File: src/txlt_map.svh
// Register indices, field positions and reset values of the tx length block
`ifndef TXLT_MAP_SVH
`define TXLT_MAP_SVH

// Register indices; byte address is four times the index
`define TXLT_IDX_CNT_HI      6'h1D
`define TXLT_IDX_CNT_LO      6'h1E
`define TXLT_IDX_RATE        6'h1F
`define TXLT_IDX_ADC         6'h20
`define TXLT_IDX_TUNE        6'h21
`define TXLT_IDX_IRQ_STATUS  6'h26
`define TXLT_IDX_IRQ_ENABLE  6'h27
`define TXLT_IDX_IRQ_CLEAR   6'h28

// Byte address to word index
`define TXLT_ADDR_IDX_MSB    7
`define TXLT_ADDR_IDX_LSB    2

// Field positions in the low-count register
`define TXLT_LO_CNT_MSB      7
`define TXLT_LO_CNT_LSB      3
`define TXLT_LO_SPLIT_MSB    2
`define TXLT_LO_SPLIT_LSB    0
`define TXLT_SPLIT_NONE      3'h0

// Field positions in the rate display register
`define TXLT_RATE_MSB        7
`define TXLT_RATE_LSB        4
`define TXLT_RATE_PAD        4'h0

// Field positions in the antenna tuning control register
`define TXLT_TUNE_SEL_BIT    7
`define TXLT_TUNE_MAN_MSB    6
`define TXLT_TUNE_MAN_LSB    3
`define TXLT_TUNE_RSV_ZERO   3'h0

// Positions inside the stored five-bit tuning field
`define TXLT_TUNE_SEL_POS    4
`define TXLT_TUNE_FLD_MSB    3
`define TXLT_TUNE_FLD_LSB    0

// Interrupt bit positions
`define TXLT_IRQ_TX_START    0
`define TXLT_IRQ_PARITY      1
`define TXLT_IRQ_ADC         2
`define TXLT_IRQ_CAL         3
`define TXLT_IRQ_PAD         28'h0000000

// Reset values
`define TXLT_RST_BYTE        8'h00
`define TXLT_RST_TUNE        5'h00
`define TXLT_RST_IRQ         4'h0
`define TXLT_RST_WORD        32'h00000000
`define TXLT_BYTE_PAD        24'h000000

`endif

File: src/txlt_pkg.sv
// Types shared by the tx length and antenna trim register block
package txlt_pkg;

  typedef enum logic [0:0] {
    TXLT_BUS_IDLE,
    TXLT_BUS_ANSWER
  } txlt_bus_state_type;

  typedef struct packed {
    txlt_bus_state_type bus_st;
    logic               wait_req;
    logic [31:0]        rdata;
    logic [7:0]         cnt_hi;
    logic [7:0]         cnt_lo;
    logic [4:0]         tune;
    logic [3:0]         irq_status;
    logic [3:0]         irq_enable;
    logic [12:0]        tx_count;
    logic [2:0]         tx_split;
    logic               tx_no_parity;
    logic               tx_bit_frame;
    logic               par_err;
    logic [3:0]         trim;
    logic               irq;
  } txlt_state_type;

endpackage

File: src/txlt_capture_reg.sv
// Read-only result latch, loaded by a pulse and cleared by restore defaults
`timescale 1ns/100ps
module txlt_capture_reg #(
  parameter int WIDTH = 8
) (
  // Clock and reset
  input  wire logic             i_clk,
  input  wire logic             i_reset,
  // Control
  input  wire logic             i_clear,
  input  wire logic             i_load,
  input  wire logic [WIDTH-1:0] i_data,
  // Result
  output logic      [WIDTH-1:0] o_value
);

  typedef struct packed {
    logic [WIDTH-1:0] value;
  } txlt_cap_state_type;

  txlt_cap_state_type s_q;
  txlt_cap_state_type s_d;

  // Restore defaults wins over a result arriving in the same cycle
  always_comb begin
    s_d = s_q;
    if (i_clear) begin
      s_d.value = '0;
    end else if (i_load) begin
      s_d.value = i_data;
    end
  end

  always_ff @(posedge i_clk) begin
    if (i_reset) begin
      s_q <= '0;
    end else begin
      s_q <= s_d;
    end
  end

  assign o_value = s_q.value;

endmodule

File: src/txlt_regs.sv
// Transmit length, bit rate, conversion result and antenna trim registers
//
// What this block does
// RULE1: Thirteen-bit full-byte count across two registers.
// RULE2: Software keeps byte count at most 8191.
// RULE3: Low three bits give split-byte bit count.
// RULE4: Split byte in 14443A: bit frame, no parity.
// RULE5: Count and trim registers clear on defaults.
// RULE6: Rate and conversion displays clear on defaults.
// RULE7: Detected rate code sits in bits 7:4.
// RULE8: WUPA with split bits raises parity error; raised only with anticollision enabled and card idle.
// RULE9: Last conversion result readable, read-only.
// RULE10: Select bit picks calibration or manual trim.
// RULE11: Manual trim bits drive both pin groups.
// RULE12: Calibration result held, drives trim otherwise.
// RULE13: Counts sampled at transmit start only.
`timescale 1ns/100ps
`include "txlt_map.svh"
module txlt_regs (
  // Clock and reset
  input  wire logic        i_clk,
  input  wire logic        i_reset,
  // Avalon-MM slave
  input  wire logic [7:0]  i_avs_address,
  input  wire logic        i_avs_read,
  input  wire logic        i_avs_write,
  input  wire logic [3:0]  i_avs_byteenable,
  input  wire logic [31:0] i_avs_writedata,
  output logic      [31:0] o_avs_readdata,
  output logic             o_avs_waitrequest,
  // Command and mode inputs from the core
  input  wire logic        i_set_default,
  input  wire logic        i_tx_start,
  input  wire logic        i_iso14443a_mode,
  input  wire logic        i_anticoll_enable,
  input  wire logic        i_card_idle,
  input  wire logic        i_wupa_cmd,
  // Result inputs from the core
  input  wire logic        i_rate_valid,
  input  wire logic [3:0]  i_rate_code,
  input  wire logic        i_adc_valid,
  input  wire logic [7:0]  i_adc_data,
  input  wire logic        i_cal_valid,
  input  wire logic [3:0]  i_cal_trim,
  // Transmit parameters for the framer
  output logic      [12:0] o_tx_byte_count,
  output logic      [2:0]  o_tx_split_bits,
  output logic             o_tx_no_parity,
  output logic             o_tx_bit_frame,
  // Parity error event
  output logic             o_parity_err,
  // LC trim switches
  output logic      [3:0]  o_trim1,
  output logic      [3:0]  o_trim2,
  // Interrupt
  output logic             o_irq
);

  txlt_pkg::txlt_state_type s_q;
  txlt_pkg::txlt_state_type s_d;

  logic [5:0]  reg_idx;
  logic [3:0]  rate_value;
  logic [7:0]  adc_value;
  logic [3:0]  cal_value;
  logic [31:0] read_mux;
  logic [3:0]  irq_set;
  logic [3:0]  irq_clr;
  logic        wr_commit;
  logic        split_present;
  logic        wupa_par_err;
  // Write strobes, one per writable register
  logic        wr_cnt_hi;
  logic        wr_cnt_lo;
  logic        wr_tune;
  logic        wr_irq_enable;
  logic        wr_irq_clear;
  // Next bus handshake state and answer
  txlt_pkg::txlt_bus_state_type bus_next;
  logic        wait_next;
  logic [31:0] rdata_next;
  // Next transmit snapshot, taken only at a start
  logic [12:0] snap_count;
  logic [2:0]  snap_split;
  logic        snap_bit_frame;
  // Next tuning control, trim drive and interrupt state
  logic [4:0]  tune_next;
  logic [3:0]  trim_next;
  logic [3:0]  enable_next;
  logic [3:0]  irq_status_next;
  logic        irq_next;

  assign reg_idx = i_avs_address[`TXLT_ADDR_IDX_MSB:`TXLT_ADDR_IDX_LSB];

  // RULE3: split-byte bit count
  assign split_present =
    s_q.cnt_lo[`TXLT_LO_SPLIT_MSB:`TXLT_LO_SPLIT_LSB] != `TXLT_SPLIT_NONE;

  // RULE8: WUPA parity error
  assign wupa_par_err = i_wupa_cmd && i_anticoll_enable && i_card_idle
                        && split_present;

  // RULE7: detected rate display
  txlt_capture_reg #(
    .WIDTH (4)
  ) u_rate (
    .i_clk   (i_clk),
    .i_reset (i_reset),
    .i_clear (i_set_default),
    .i_load  (i_rate_valid),
    .i_data  (i_rate_code),
    .o_value (rate_value)
  );

  // RULE9: conversion result latch
  txlt_capture_reg #(
    .WIDTH (8)
  ) u_adc (
    .i_clk   (i_clk),
    .i_reset (i_reset),
    .i_clear (i_set_default),
    .i_load  (i_adc_valid),
    .i_data  (i_adc_data),
    .o_value (adc_value)
  );

  // RULE12: calibration result latch
  txlt_capture_reg #(
    .WIDTH (4)
  ) u_cal (
    .i_clk   (i_clk),
    .i_reset (i_reset),
    .i_clear (i_set_default),
    .i_load  (i_cal_valid),
    .i_data  (i_cal_trim),
    .o_value (cal_value)
  );

  // Read data; unused and reserved bits read as zero
  always_comb begin
    read_mux = `TXLT_RST_WORD;
    if (reg_idx == `TXLT_IDX_CNT_HI) begin
      read_mux = {`TXLT_BYTE_PAD, s_q.cnt_hi};
    end else if (reg_idx == `TXLT_IDX_CNT_LO) begin
      read_mux = {`TXLT_BYTE_PAD, s_q.cnt_lo};
    end else if (reg_idx == `TXLT_IDX_RATE) begin
      // RULE7: code in upper nibble
      read_mux = {`TXLT_BYTE_PAD, rate_value, `TXLT_RATE_PAD};
    end else if (reg_idx == `TXLT_IDX_ADC) begin
      // RULE9: display reads back
      read_mux = {`TXLT_BYTE_PAD, adc_value};
    end else if (reg_idx == `TXLT_IDX_TUNE) begin
      read_mux = {`TXLT_BYTE_PAD, s_q.tune, `TXLT_TUNE_RSV_ZERO};
    end else if (reg_idx == `TXLT_IDX_IRQ_STATUS) begin
      read_mux = {`TXLT_IRQ_PAD, s_q.irq_status};
    end else if (reg_idx == `TXLT_IDX_IRQ_ENABLE) begin
      read_mux = {`TXLT_IRQ_PAD, s_q.irq_enable};
    end else begin
      read_mux = `TXLT_RST_WORD;
    end
  end

  // A write lands at the edge where waitrequest is sampled low
  assign wr_commit = (s_q.bus_st == txlt_pkg::TXLT_BUS_ANSWER)
                     && i_avs_write && i_avs_byteenable[0];

  // Interrupt sources
  always_comb begin
    irq_set = `TXLT_RST_IRQ;
    irq_set[`TXLT_IRQ_TX_START] = i_tx_start;
    irq_set[`TXLT_IRQ_PARITY]   = wupa_par_err;
    irq_set[`TXLT_IRQ_ADC]      = i_adc_valid;
    irq_set[`TXLT_IRQ_CAL]      = i_cal_valid;
  end

  always_comb begin
    irq_clr = `TXLT_RST_IRQ;
    if (wr_irq_clear) begin
      irq_clr = i_avs_writedata[3:0];
    end
  end

  // Write strobes; the chain keeps them one-hot, and all of them wait for
  // the committing edge so nothing lands while waitrequest is high
  always_comb begin
    wr_cnt_hi     = 1'b0;
    wr_cnt_lo     = 1'b0;
    wr_tune       = 1'b0;
    wr_irq_enable = 1'b0;
    wr_irq_clear  = 1'b0;
    if (!wr_commit) begin
      wr_cnt_hi = 1'b0;
    end else if (reg_idx == `TXLT_IDX_CNT_HI) begin
      // RULE1: count bits 12 to 5
      wr_cnt_hi = 1'b1;
    end else if (reg_idx == `TXLT_IDX_CNT_LO) begin
      // RULE1: count bits 4 to 0
      wr_cnt_lo = 1'b1;
    end else if (reg_idx == `TXLT_IDX_TUNE) begin
      // RULE10: select and manual bits
      wr_tune = 1'b1;
    end else if (reg_idx == `TXLT_IDX_IRQ_ENABLE) begin
      wr_irq_enable = 1'b1;
    end else if (reg_idx == `TXLT_IDX_IRQ_CLEAR) begin
      wr_irq_clear = 1'b1;
    end else begin
      // Read-only and unmapped indices ignore writes
      wr_cnt_hi = 1'b0;
    end
  end

  // Bus handshake: one cycle of wait, then one cycle of answer; the
  // answer state always returns to idle so waitrequest is low one cycle
  always_comb begin
    bus_next   = s_q.bus_st;
    wait_next  = s_q.wait_req;
    rdata_next = s_q.rdata;
    case (s_q.bus_st)
      txlt_pkg::TXLT_BUS_IDLE: begin
        if (i_avs_read || i_avs_write) begin
          bus_next   = txlt_pkg::TXLT_BUS_ANSWER;
          wait_next  = 1'b0;
          rdata_next = i_avs_read ? read_mux : `TXLT_RST_WORD;
        end
      end
      txlt_pkg::TXLT_BUS_ANSWER: begin
        bus_next  = txlt_pkg::TXLT_BUS_IDLE;
        wait_next = 1'b1;
      end
      default: begin
        bus_next  = txlt_pkg::TXLT_BUS_IDLE;
        wait_next = 1'b1;
      end
    endcase
  end

  // Tuning control as it stands after this edge
  always_comb begin
    tune_next = s_q.tune;
    if (wr_tune) begin
      tune_next = i_avs_writedata[`TXLT_TUNE_SEL_BIT:`TXLT_TUNE_MAN_LSB];
    end
    // RULE5: defaults clear trim control
    if (i_set_default) begin
      tune_next = `TXLT_RST_TUNE;
    end
  end

  // RULE10: trim source select; the select written at this edge acts at
  // once, so the switches never show a stale source for a cycle
  always_comb begin
    if (tune_next[`TXLT_TUNE_SEL_POS]) begin
      // RULE11: manual bits, MSB first
      trim_next = tune_next[`TXLT_TUNE_FLD_MSB:`TXLT_TUNE_FLD_LSB];
    end else begin
      // RULE12: calibration result drives
      trim_next = cal_value;
    end
  end

  // RULE13: snapshot of the registers as they stood before the start
  // edge, so a write landing on that edge only reaches the next one
  always_comb begin
    // RULE1: assemble the full count
    snap_count = {s_q.cnt_hi,
                  s_q.cnt_lo[`TXLT_LO_CNT_MSB:`TXLT_LO_CNT_LSB]};
    // RULE3: trailing split-byte bits
    snap_split = s_q.cnt_lo[`TXLT_LO_SPLIT_MSB:`TXLT_LO_SPLIT_LSB];
    // RULE4: bit frame with split byte
    snap_bit_frame = i_iso14443a_mode && split_present;
  end

  // Interrupt enables change only by a committed write
  always_comb begin
    enable_next = s_q.irq_enable;
    if (wr_irq_enable) begin
      enable_next = i_avs_writedata[3:0];
    end
  end

  // Set wins over clear so an event is never lost; the interrupt follows
  // the next status at once, so it drops in the cycle the clear lands
  always_comb begin
    irq_status_next = (s_q.irq_status & ~irq_clr) | irq_set;
    irq_next        = |(irq_status_next & enable_next);
  end

  // Register image for the next edge
  always_comb begin
    s_d = s_q;
    s_d.par_err  = wupa_par_err;
    s_d.bus_st   = bus_next;
    s_d.wait_req = wait_next;
    s_d.rdata    = rdata_next;

    // Only the low byte lane carries register data
    if (wr_cnt_hi) begin
      s_d.cnt_hi = i_avs_writedata[7:0];
    end
    if (wr_cnt_lo) begin
      s_d.cnt_lo = i_avs_writedata[7:0];
    end

    // RULE5: restore defaults beats a write
    if (i_set_default) begin
      s_d.cnt_hi = `TXLT_RST_BYTE;
      s_d.cnt_lo = `TXLT_RST_BYTE;
    end
    s_d.tune = tune_next;

    // RULE13: sample at transmit start
    if (i_tx_start) begin
      s_d.tx_count     = snap_count;
      s_d.tx_split     = snap_split;
      s_d.tx_bit_frame = snap_bit_frame;
      // RULE4: no parity with bit frame
      s_d.tx_no_parity = snap_bit_frame;
    end

    s_d.irq_status = irq_status_next;
    s_d.irq_enable = enable_next;
    s_d.irq        = irq_next;
    s_d.trim       = trim_next;
  end

  // Waitrequest stays high in reset so no access is taken early
  always_ff @(posedge i_clk) begin
    if (i_reset) begin
      s_q          <= '0;
      s_q.wait_req <= 1'b1;
    end else begin
      s_q <= s_d;
    end
  end

  assign o_avs_readdata    = s_q.rdata;
  assign o_avs_waitrequest = s_q.wait_req;
  assign o_tx_byte_count   = s_q.tx_count;
  assign o_tx_split_bits   = s_q.tx_split;
  assign o_tx_no_parity    = s_q.tx_no_parity;
  assign o_tx_bit_frame    = s_q.tx_bit_frame;
  assign o_parity_err      = s_q.par_err;
  // RULE11: both pin groups alike
  assign o_trim1           = s_q.trim;
  assign o_trim2           = s_q.trim;
  assign o_irq             = s_q.irq;

endmodule

File: config.mk
export PLATFORM = sky130hd
export DESIGN_NAME = txlt_regs
export DESIGN_NICKNAME = d
export VERILOG_FILES = /design/src/txlt_pkg.sv /design/src/txlt_capture_reg.sv /design/src/txlt_regs.sv
export VERILOG_INCLUDE_DIRS = /design/src
export SDC_FILE = /design/constraint.sdc
export NUM_CORES = 1
export LEC_CHECK = 0
export ABC_CLOCK_PERIOD_IN_PS = 2500
export BUFFER_PORTS_ARGS = -buffer_cell sky130_fd_sc_hd__buf_2
export CAP_MARGIN = 25
export CORE_MARGIN = 4
export CORE_UTILIZATION = 50
export CTS_CLUSTER_DIAMETER = 200
export CTS_CLUSTER_SIZE = 24
export DETAILED_ROUTE_END_ITERATION = 10
export PLACE_DENSITY = 0.91
export SYNTH_ARGS = -nofsm -noshare
export SYNTH_HDL_FRONTEND = slang
export SYNTH_SLANG_ARGS = --single-unit
export TNS_END_PERCENT = 20
File: constraint.sdc
create_clock -name i_clk -period 2.5 [get_ports i_clk]
set_input_delay 0.375 -clock i_clk [delete_from_list [all_inputs] [get_ports i_clk]]
set_output_delay 0.375 -clock i_clk [all_outputs]
set_load 0.02 [all_outputs]
-- Yosys cells after proc, flatten, opt, wreduce, memory -nomap -nowiden
Index checks and enable logic that the tools add are counted.
- equal/unequal tests: 9
- multiplexer cells: 37
- bitwise logic cells: 5
- reduce and logical (&&, ||, !) cells: 11
- operators with widths (operator ; count):
    32-bit 2-to-1 mux ; 2
    8-bit 2-to-1 mux ; 4
    6-bit == test (second input constant) ; 5
    1-bit 2-to-1 mux ; 22
    4-bit 2-to-1 mux ; 5
    6-bit by 5-bit == test with 1-bit output (second input constant) ; 3
    5-bit 2-to-1 mux ; 2
    4-bit AND ; 2
    1-bit logical AND ; 6
    4-bit NOT ; 1
    4-bit OR ; 1
    1-bit one-hot mux with 2 select lines ; 2
    4-bit OR reduction ; 1
    3-bit nonzero test ; 1
    2-bit != test (second input constant) ; 1
    2-bit AND reduction ; 1
    2-bit OR reduction ; 1
    1-bit logical OR ; 1
    1-bit NOT ; 1
- bits in registers: 102
- input port bits: 73
- output and inout port bits: 61
- logic and storage cells: 79

-- Depth between registers and ports, before layout
- depth in word-level cells: 13
- gate-level depth with buffers: 6
- gate-level depth less buffers: 5

-- Cells and area by module
From an unflattened synthesis, not the netlist that was laid out.
- cells, all modules: 397
- area total of the unflattened synthesis: 3737.3 um^2
- by module, submodules not included (module ; instances ; cells each ; area each (um^2) ; sequential area each (um^2)):
    txlt_regs ; 1 ; 344 ; 3151.8 ; 1241.2
    txlt_capture_reg at u_adc ; 1 ; 27 ; 295.3 ; 160.2
    txlt_capture_reg at u_cal ... ; 2 ; 13 ; 145.1 ; 80.1

-- Worst setup path before layout
OpenSTA, ideal clock, no wires.
- kind: input -> register
- start: input port i_avs_address[2]
- end: register s_q (netlist bit o_irq)
- arrival time: 1.688 ns
- setup slack: 0.677 ns
- cell stages on the path: 6
- path through: buf_6 -> or4b_4 -> nor4b_4 -> a21boi_0 -> o21ai_1 -> a41oi_2
- cells in the longest elaborated chain, start to end: 13
- RTL lines (item ; RTL line ; text):
    from (decl) ; txlt_regs.sv:24 ; input wire logic [7:0] i_avs_address,
    6-bit == test (no source line) ; -- ;
    1-bit 2-to-1 mux ; txlt_regs.sv:204 ; end else if (reg_idx == `TXLT_IDX_IRQ_CLEAR) begin
    1-bit 2-to-1 mux ; txlt_regs.sv:202 ; end else if (reg_idx == `TXLT_IDX_IRQ_ENABLE) begin
    1-bit 2-to-1 mux ; txlt_regs.sv:199 ; end else if (reg_idx == `TXLT_IDX_TUNE) begin
    1-bit 2-to-1 mux ; txlt_regs.sv:196 ; end else if (reg_idx == `TXLT_IDX_CNT_LO) begin
    1-bit 2-to-1 mux ; txlt_regs.sv:193 ; end else if (reg_idx == `TXLT_IDX_CNT_HI) begin
    1-bit 2-to-1 mux ; txlt_regs.sv:191 ; if (!wr_commit) begin
    4-bit 2-to-1 mux ; txlt_regs.sv:178 ; if (wr_irq_clear) begin
    4-bit NOT ; txlt_regs.sv:284 ; irq_status_next = (s_q.irq_status & ~irq_clr) | irq_set;
    4-bit AND ; txlt_regs.sv:284 ;
    4-bit OR ; txlt_regs.sv:284 ;
    4-bit AND (*) ; txlt_regs.sv:285 ; irq_next = |(irq_status_next & enable_next);
    4-bit OR reduction (*) ; txlt_regs.sv:285 ;
    to (decl) ; txlt_regs.sv:59 ; txlt_pkg::txlt_state_type s_q;
Mark *: on every way between the ends. The rest lies on a longest branch, timed or not.
A chain may end at the register's enable or synchronous reset.

-- Worst setup path after layout
- start: register s_q[86] (netlist bit)
- end: register s_q (netlist bit o_irq)
- cells in the longest elaborated chain, start to end: 9
- RTL lines (item ; RTL line ; text):
    1-bit logical AND (*) (2 in a row) ; txlt_regs.sv:165 ; && i_avs_write && i_avs_byteenable[0];
    1-bit 2-to-1 mux ; txlt_regs.sv:191 ;
    4-bit 2-to-1 mux ; txlt_regs.sv:178 ;
    4-bit NOT ; txlt_regs.sv:284 ;
    4-bit AND ; txlt_regs.sv:284 ;
    4-bit OR ; txlt_regs.sv:284 ;
    4-bit AND (*) ; txlt_regs.sv:285 ;
    4-bit OR reduction (*) ; txlt_regs.sv:285 ;
Marks and branches as above.

==> metrics.md <==
| Metric | Value |
|---|---|
| Max_slew headroom | `59.2%` |
| Wire length per cell | `15.6 µm` |
| Pre-CTS WS | `0.346 ns` |
| Max Slew Vio Count | `0` |
| Area fraction in compound gates after synthesis | `13.3%` |
| Peak supply drop | `400 µV` |
| CTS buffer count | `9` |
| CTS clk-pin slew, worst paths | `0.07 ns` |
| Antenna violations before repair | `0` |
| Synth Area in Adders | `0%` |
| Dominant cell by count in the synthesized netlist | `dfxtp_1` |
| Max_cap viols | `0` |
| DRC | `0` |
| Critical path startpoint category | `flip-flop` |
| Post-synth design cell area | `3740 µm²` |
| Post-CTS setup buffers | `0` |
| Clk root buf | `clkbuf_8` |
| First-pass GRT wire length | `13600 µm` |
| I/O pins | `134` |
| CP Data Arrival Time | `2.07 ns` |
| TritonCTS clock tree | `yes` |
| Die extent in x | `94.5 µm` |
| Drt first pass iters | `4` |
| Number of synthesized flops with an enable pin | `0` |
| Clock Latency Late Sink | `0.36 ns` |
| FF+latch count, synth | `78` |
| Setup violation total in the final timing report | `0` |
| CP Data Required Time | `2.72 ns` |
| Post-Syn Instances | `396` |
| Post-Synth Simple-Gate Area | `15.6%` |
| Seq/Total Area, Yosys | `41.8%` |
| Initial DRC Count | `193` |
| GP Congestion | `0.953` |
| Synth top area share | `41.8%` |
| Power Density | `593 nW/µm²` |
| CP endpoint kind | `flip-flop` |
| CORE AREA | `7250 µm²` |
| Ys flop type | `dfxtp_1` |
| Reg2reg start | `s_q[86]` |
| Post-synthesis xor/xnor area fraction | `0%` |
| TNS Setup | `0 ns` |
| Antenna Cells | `0` |
| Number of global-route vias before repair | `2757` |
| Crit path kind | `reg2reg` |
| Worst Max-Slew Pin Slew | `0.609 ns` |
| Synth cell count leaders | `dfxtp_1 (78), buf_4 (57), nor2_1 (54)` |
| Synth-to-layout area growth | `9.11%` |
| CTS H-tree depth | `3` |
| Via count | `2857` |
| Worst hold path type | `in2reg` |
| Final net count | `514` |
| Die Area | `8920 µm²` |
| Final Cycle Share | `73.7%` |
| Fmax | `543 MHz` |
| Row count | `31` |
| CTS Hold Bufs | `0` |
| Ys Warns | `0` |
| Final wirelength | `8520 µm` |
| Detail Placement HPWL | `6500 µm` |
| Fillers | `622` |
| Largest net degree at the start of global routing | `33` |
| Final worst slack | `0.658 ns` |
| Crit path from | `s_q[86]` |
| CTS sink cnt | `78` |
| Multiplexer area fraction after synthesis | `15.1%` |
| Vias/cell | `5.24` |
| Critical hold path startpoint | `i_rate_code[1]` |
| Design Power | `2.42 mW` |
| Post-Layout Cell Count | `545` |
| Crit Path Max Fanout | `8` |
| Tmin final | `1.84 ns` |
| Worst Hold Slack | `0.257 ns` |
| Clk_skew | `0.0114 ns` |
| Post-CTS sizing | `0` |
| Synth area leader | `dfxtp_1` |
| Largest family of logic cells by synthesized area | `simple AND/OR/NAND/NOR gates` |
| CTS Buffer Depth | `2` |
| Leak pwr | `1.73 nW` |
| Post-DRT Antenna Nets | `0` |
| Main area contributors after synthesis | `dfxtp_1 (42%), mux2i_1 (14%), buf_4 (11%)` |
| Unique masters post-synth | `51` |
| Avg Cell Area, Syn | `9.44 µm²` |
| Layout cells sized above 1 | `27.4%` |
| Ys async rst share | `0%` |
| Buffers on Ports | `80` |
| Fin. Hold Viols | `0` |
| Placed cells | `529` |
| RSZ-0062 raised after global routing | `false` |
| Total GRT Usage | `19.6%` |
| Die height | `94.5 µm` |
| Status | `completed` |
| Total gr overflow | `0` |
| Initial Util | `51.5%` |
sequential cells by signal, indices dropped and copies added, names as in the netlist:
signal             flops
s_q                   30
o_tx_byte_count       13
o_avs_readdata         8
u_adc.o_value          8
o_trim1                4
u_cal.o_value          4
u_rate.o_value         4
o_tx_split_bits        3
o_avs_waitrequest      1
o_irq                  1
o_parity_err           1
o_tx_bit_frame         1
report_power, final:
group / internal (mW) / leakage, nW / switching (mW)
logic: 0.0723 / 0.999 / 0.142
clock network: 0.484 / 0.102 / 0.450
registers: 1.26 / 0.631 / 0.0111
per-stage QoR:
step / cell area, µm² / utilization [%]
2_1_floorplan: 3820 / -
3_3_place_gp: 3880 / 53.5
3_5_place_dp: 3880 / 53.5
4_1_cts: 4080 / 56.2
5_1_grt: 4080 / 56.2
6_report: 4080 / 56.2
logic make-up (layout without fill, tap and decap cells):
| family | count (synthesis) | count (layout) |
|---|---|---|
| and+or+nand+nor | 111 | 111 |
| DFF | 78 | 78 |
| buffers and inverters | 78 | 105 |
| AOI/OAI and AO/OA | 72 | 72 |
| muxes | 56 | 56 |
| other | 1 | 24 |
layer usage:
layer / share of wire, % / GRT usage (%) / vias up / wire length, µm
met5: 0 / 0 / - / 0
met4: 2.0 / 7.09 / 0 / 169
met3: 8.2 / 6.69 / 10 / 698
met2: 49 / 32.7 / 119 / 4140
met1: 41 / 23.5 / 1333 / 3510
li1: - / - / 1395 / -
worst max-delay path: stages (launching register included):
cell      delay (ns)
dfxtp_1         0.41
nand3_1         0.36
nor4b_4         0.48
a21boi_0        0.18
o21ai_1         0.18
a41oi_2         0.11
placed cells by master, fill, tap and decap left out, types with 2 or more instances in the layout:
cell type  synthesis  layout
buf_2              0      80
dfxtp_1           78      78
nor2_1            54      54
mux2i_1           53      53
conb_1             1      24
a21oi_1           17      17
nand2_1           15      15
o21ai_0           13      13
nor2b_1           11      11
clkbuf_8           0      10
nand4_1            7       7
buf_4             57       7
o21a_1             6       6
o31ai_1            5       5
o2bb2ai_1          4       4
nand3_1            3       3
or2_2              3       3
o221ai_1           3       3
nor2_2             3       3
a222oi_1           3       3
a31oi_1            3       3
o21ba_2            3       3
o21ai_1            3       3
clkinv_2           0       3
inv_1              2       2
nor3_1             2       2
a211o_1            2       2
nor3_4             2       2
mux2_2             2       2
cell type report:
| type | count | area (µm²) | area share (%) |
|---|---|---|---|
| Multi-Input combinational cell | 263 | 1730 | 42.5 |
| Sequential cell | 78 | 1560 | 38.3 |
| Timing Repair Buffer | 87 | 453 | 11.1 |
| Clock buffer | 10 | 138 | 3.38 |
| Tap cell | 99 | 124 | 3.04 |
| Clock inverter | 6 | 61.3 | 1.50 |
| Inverter | 2 | 7.51 | 0.184 |
path summary, 6_finish.rpt:
| kind | slack, ns | endpoint | cells after the start |
|---|---|---|---|
| worst min register to register | 0.46 | o_avs_readdata[2] | 2 |
| worst max-delay path | 0.66 | o_irq | 5 |
| worst min-delay path | 0.26 | u_rate.o_value[1] | 3 |
| worst max register to register | 0.66 | o_irq | 5 |
(Power assumes the default switching activity.)
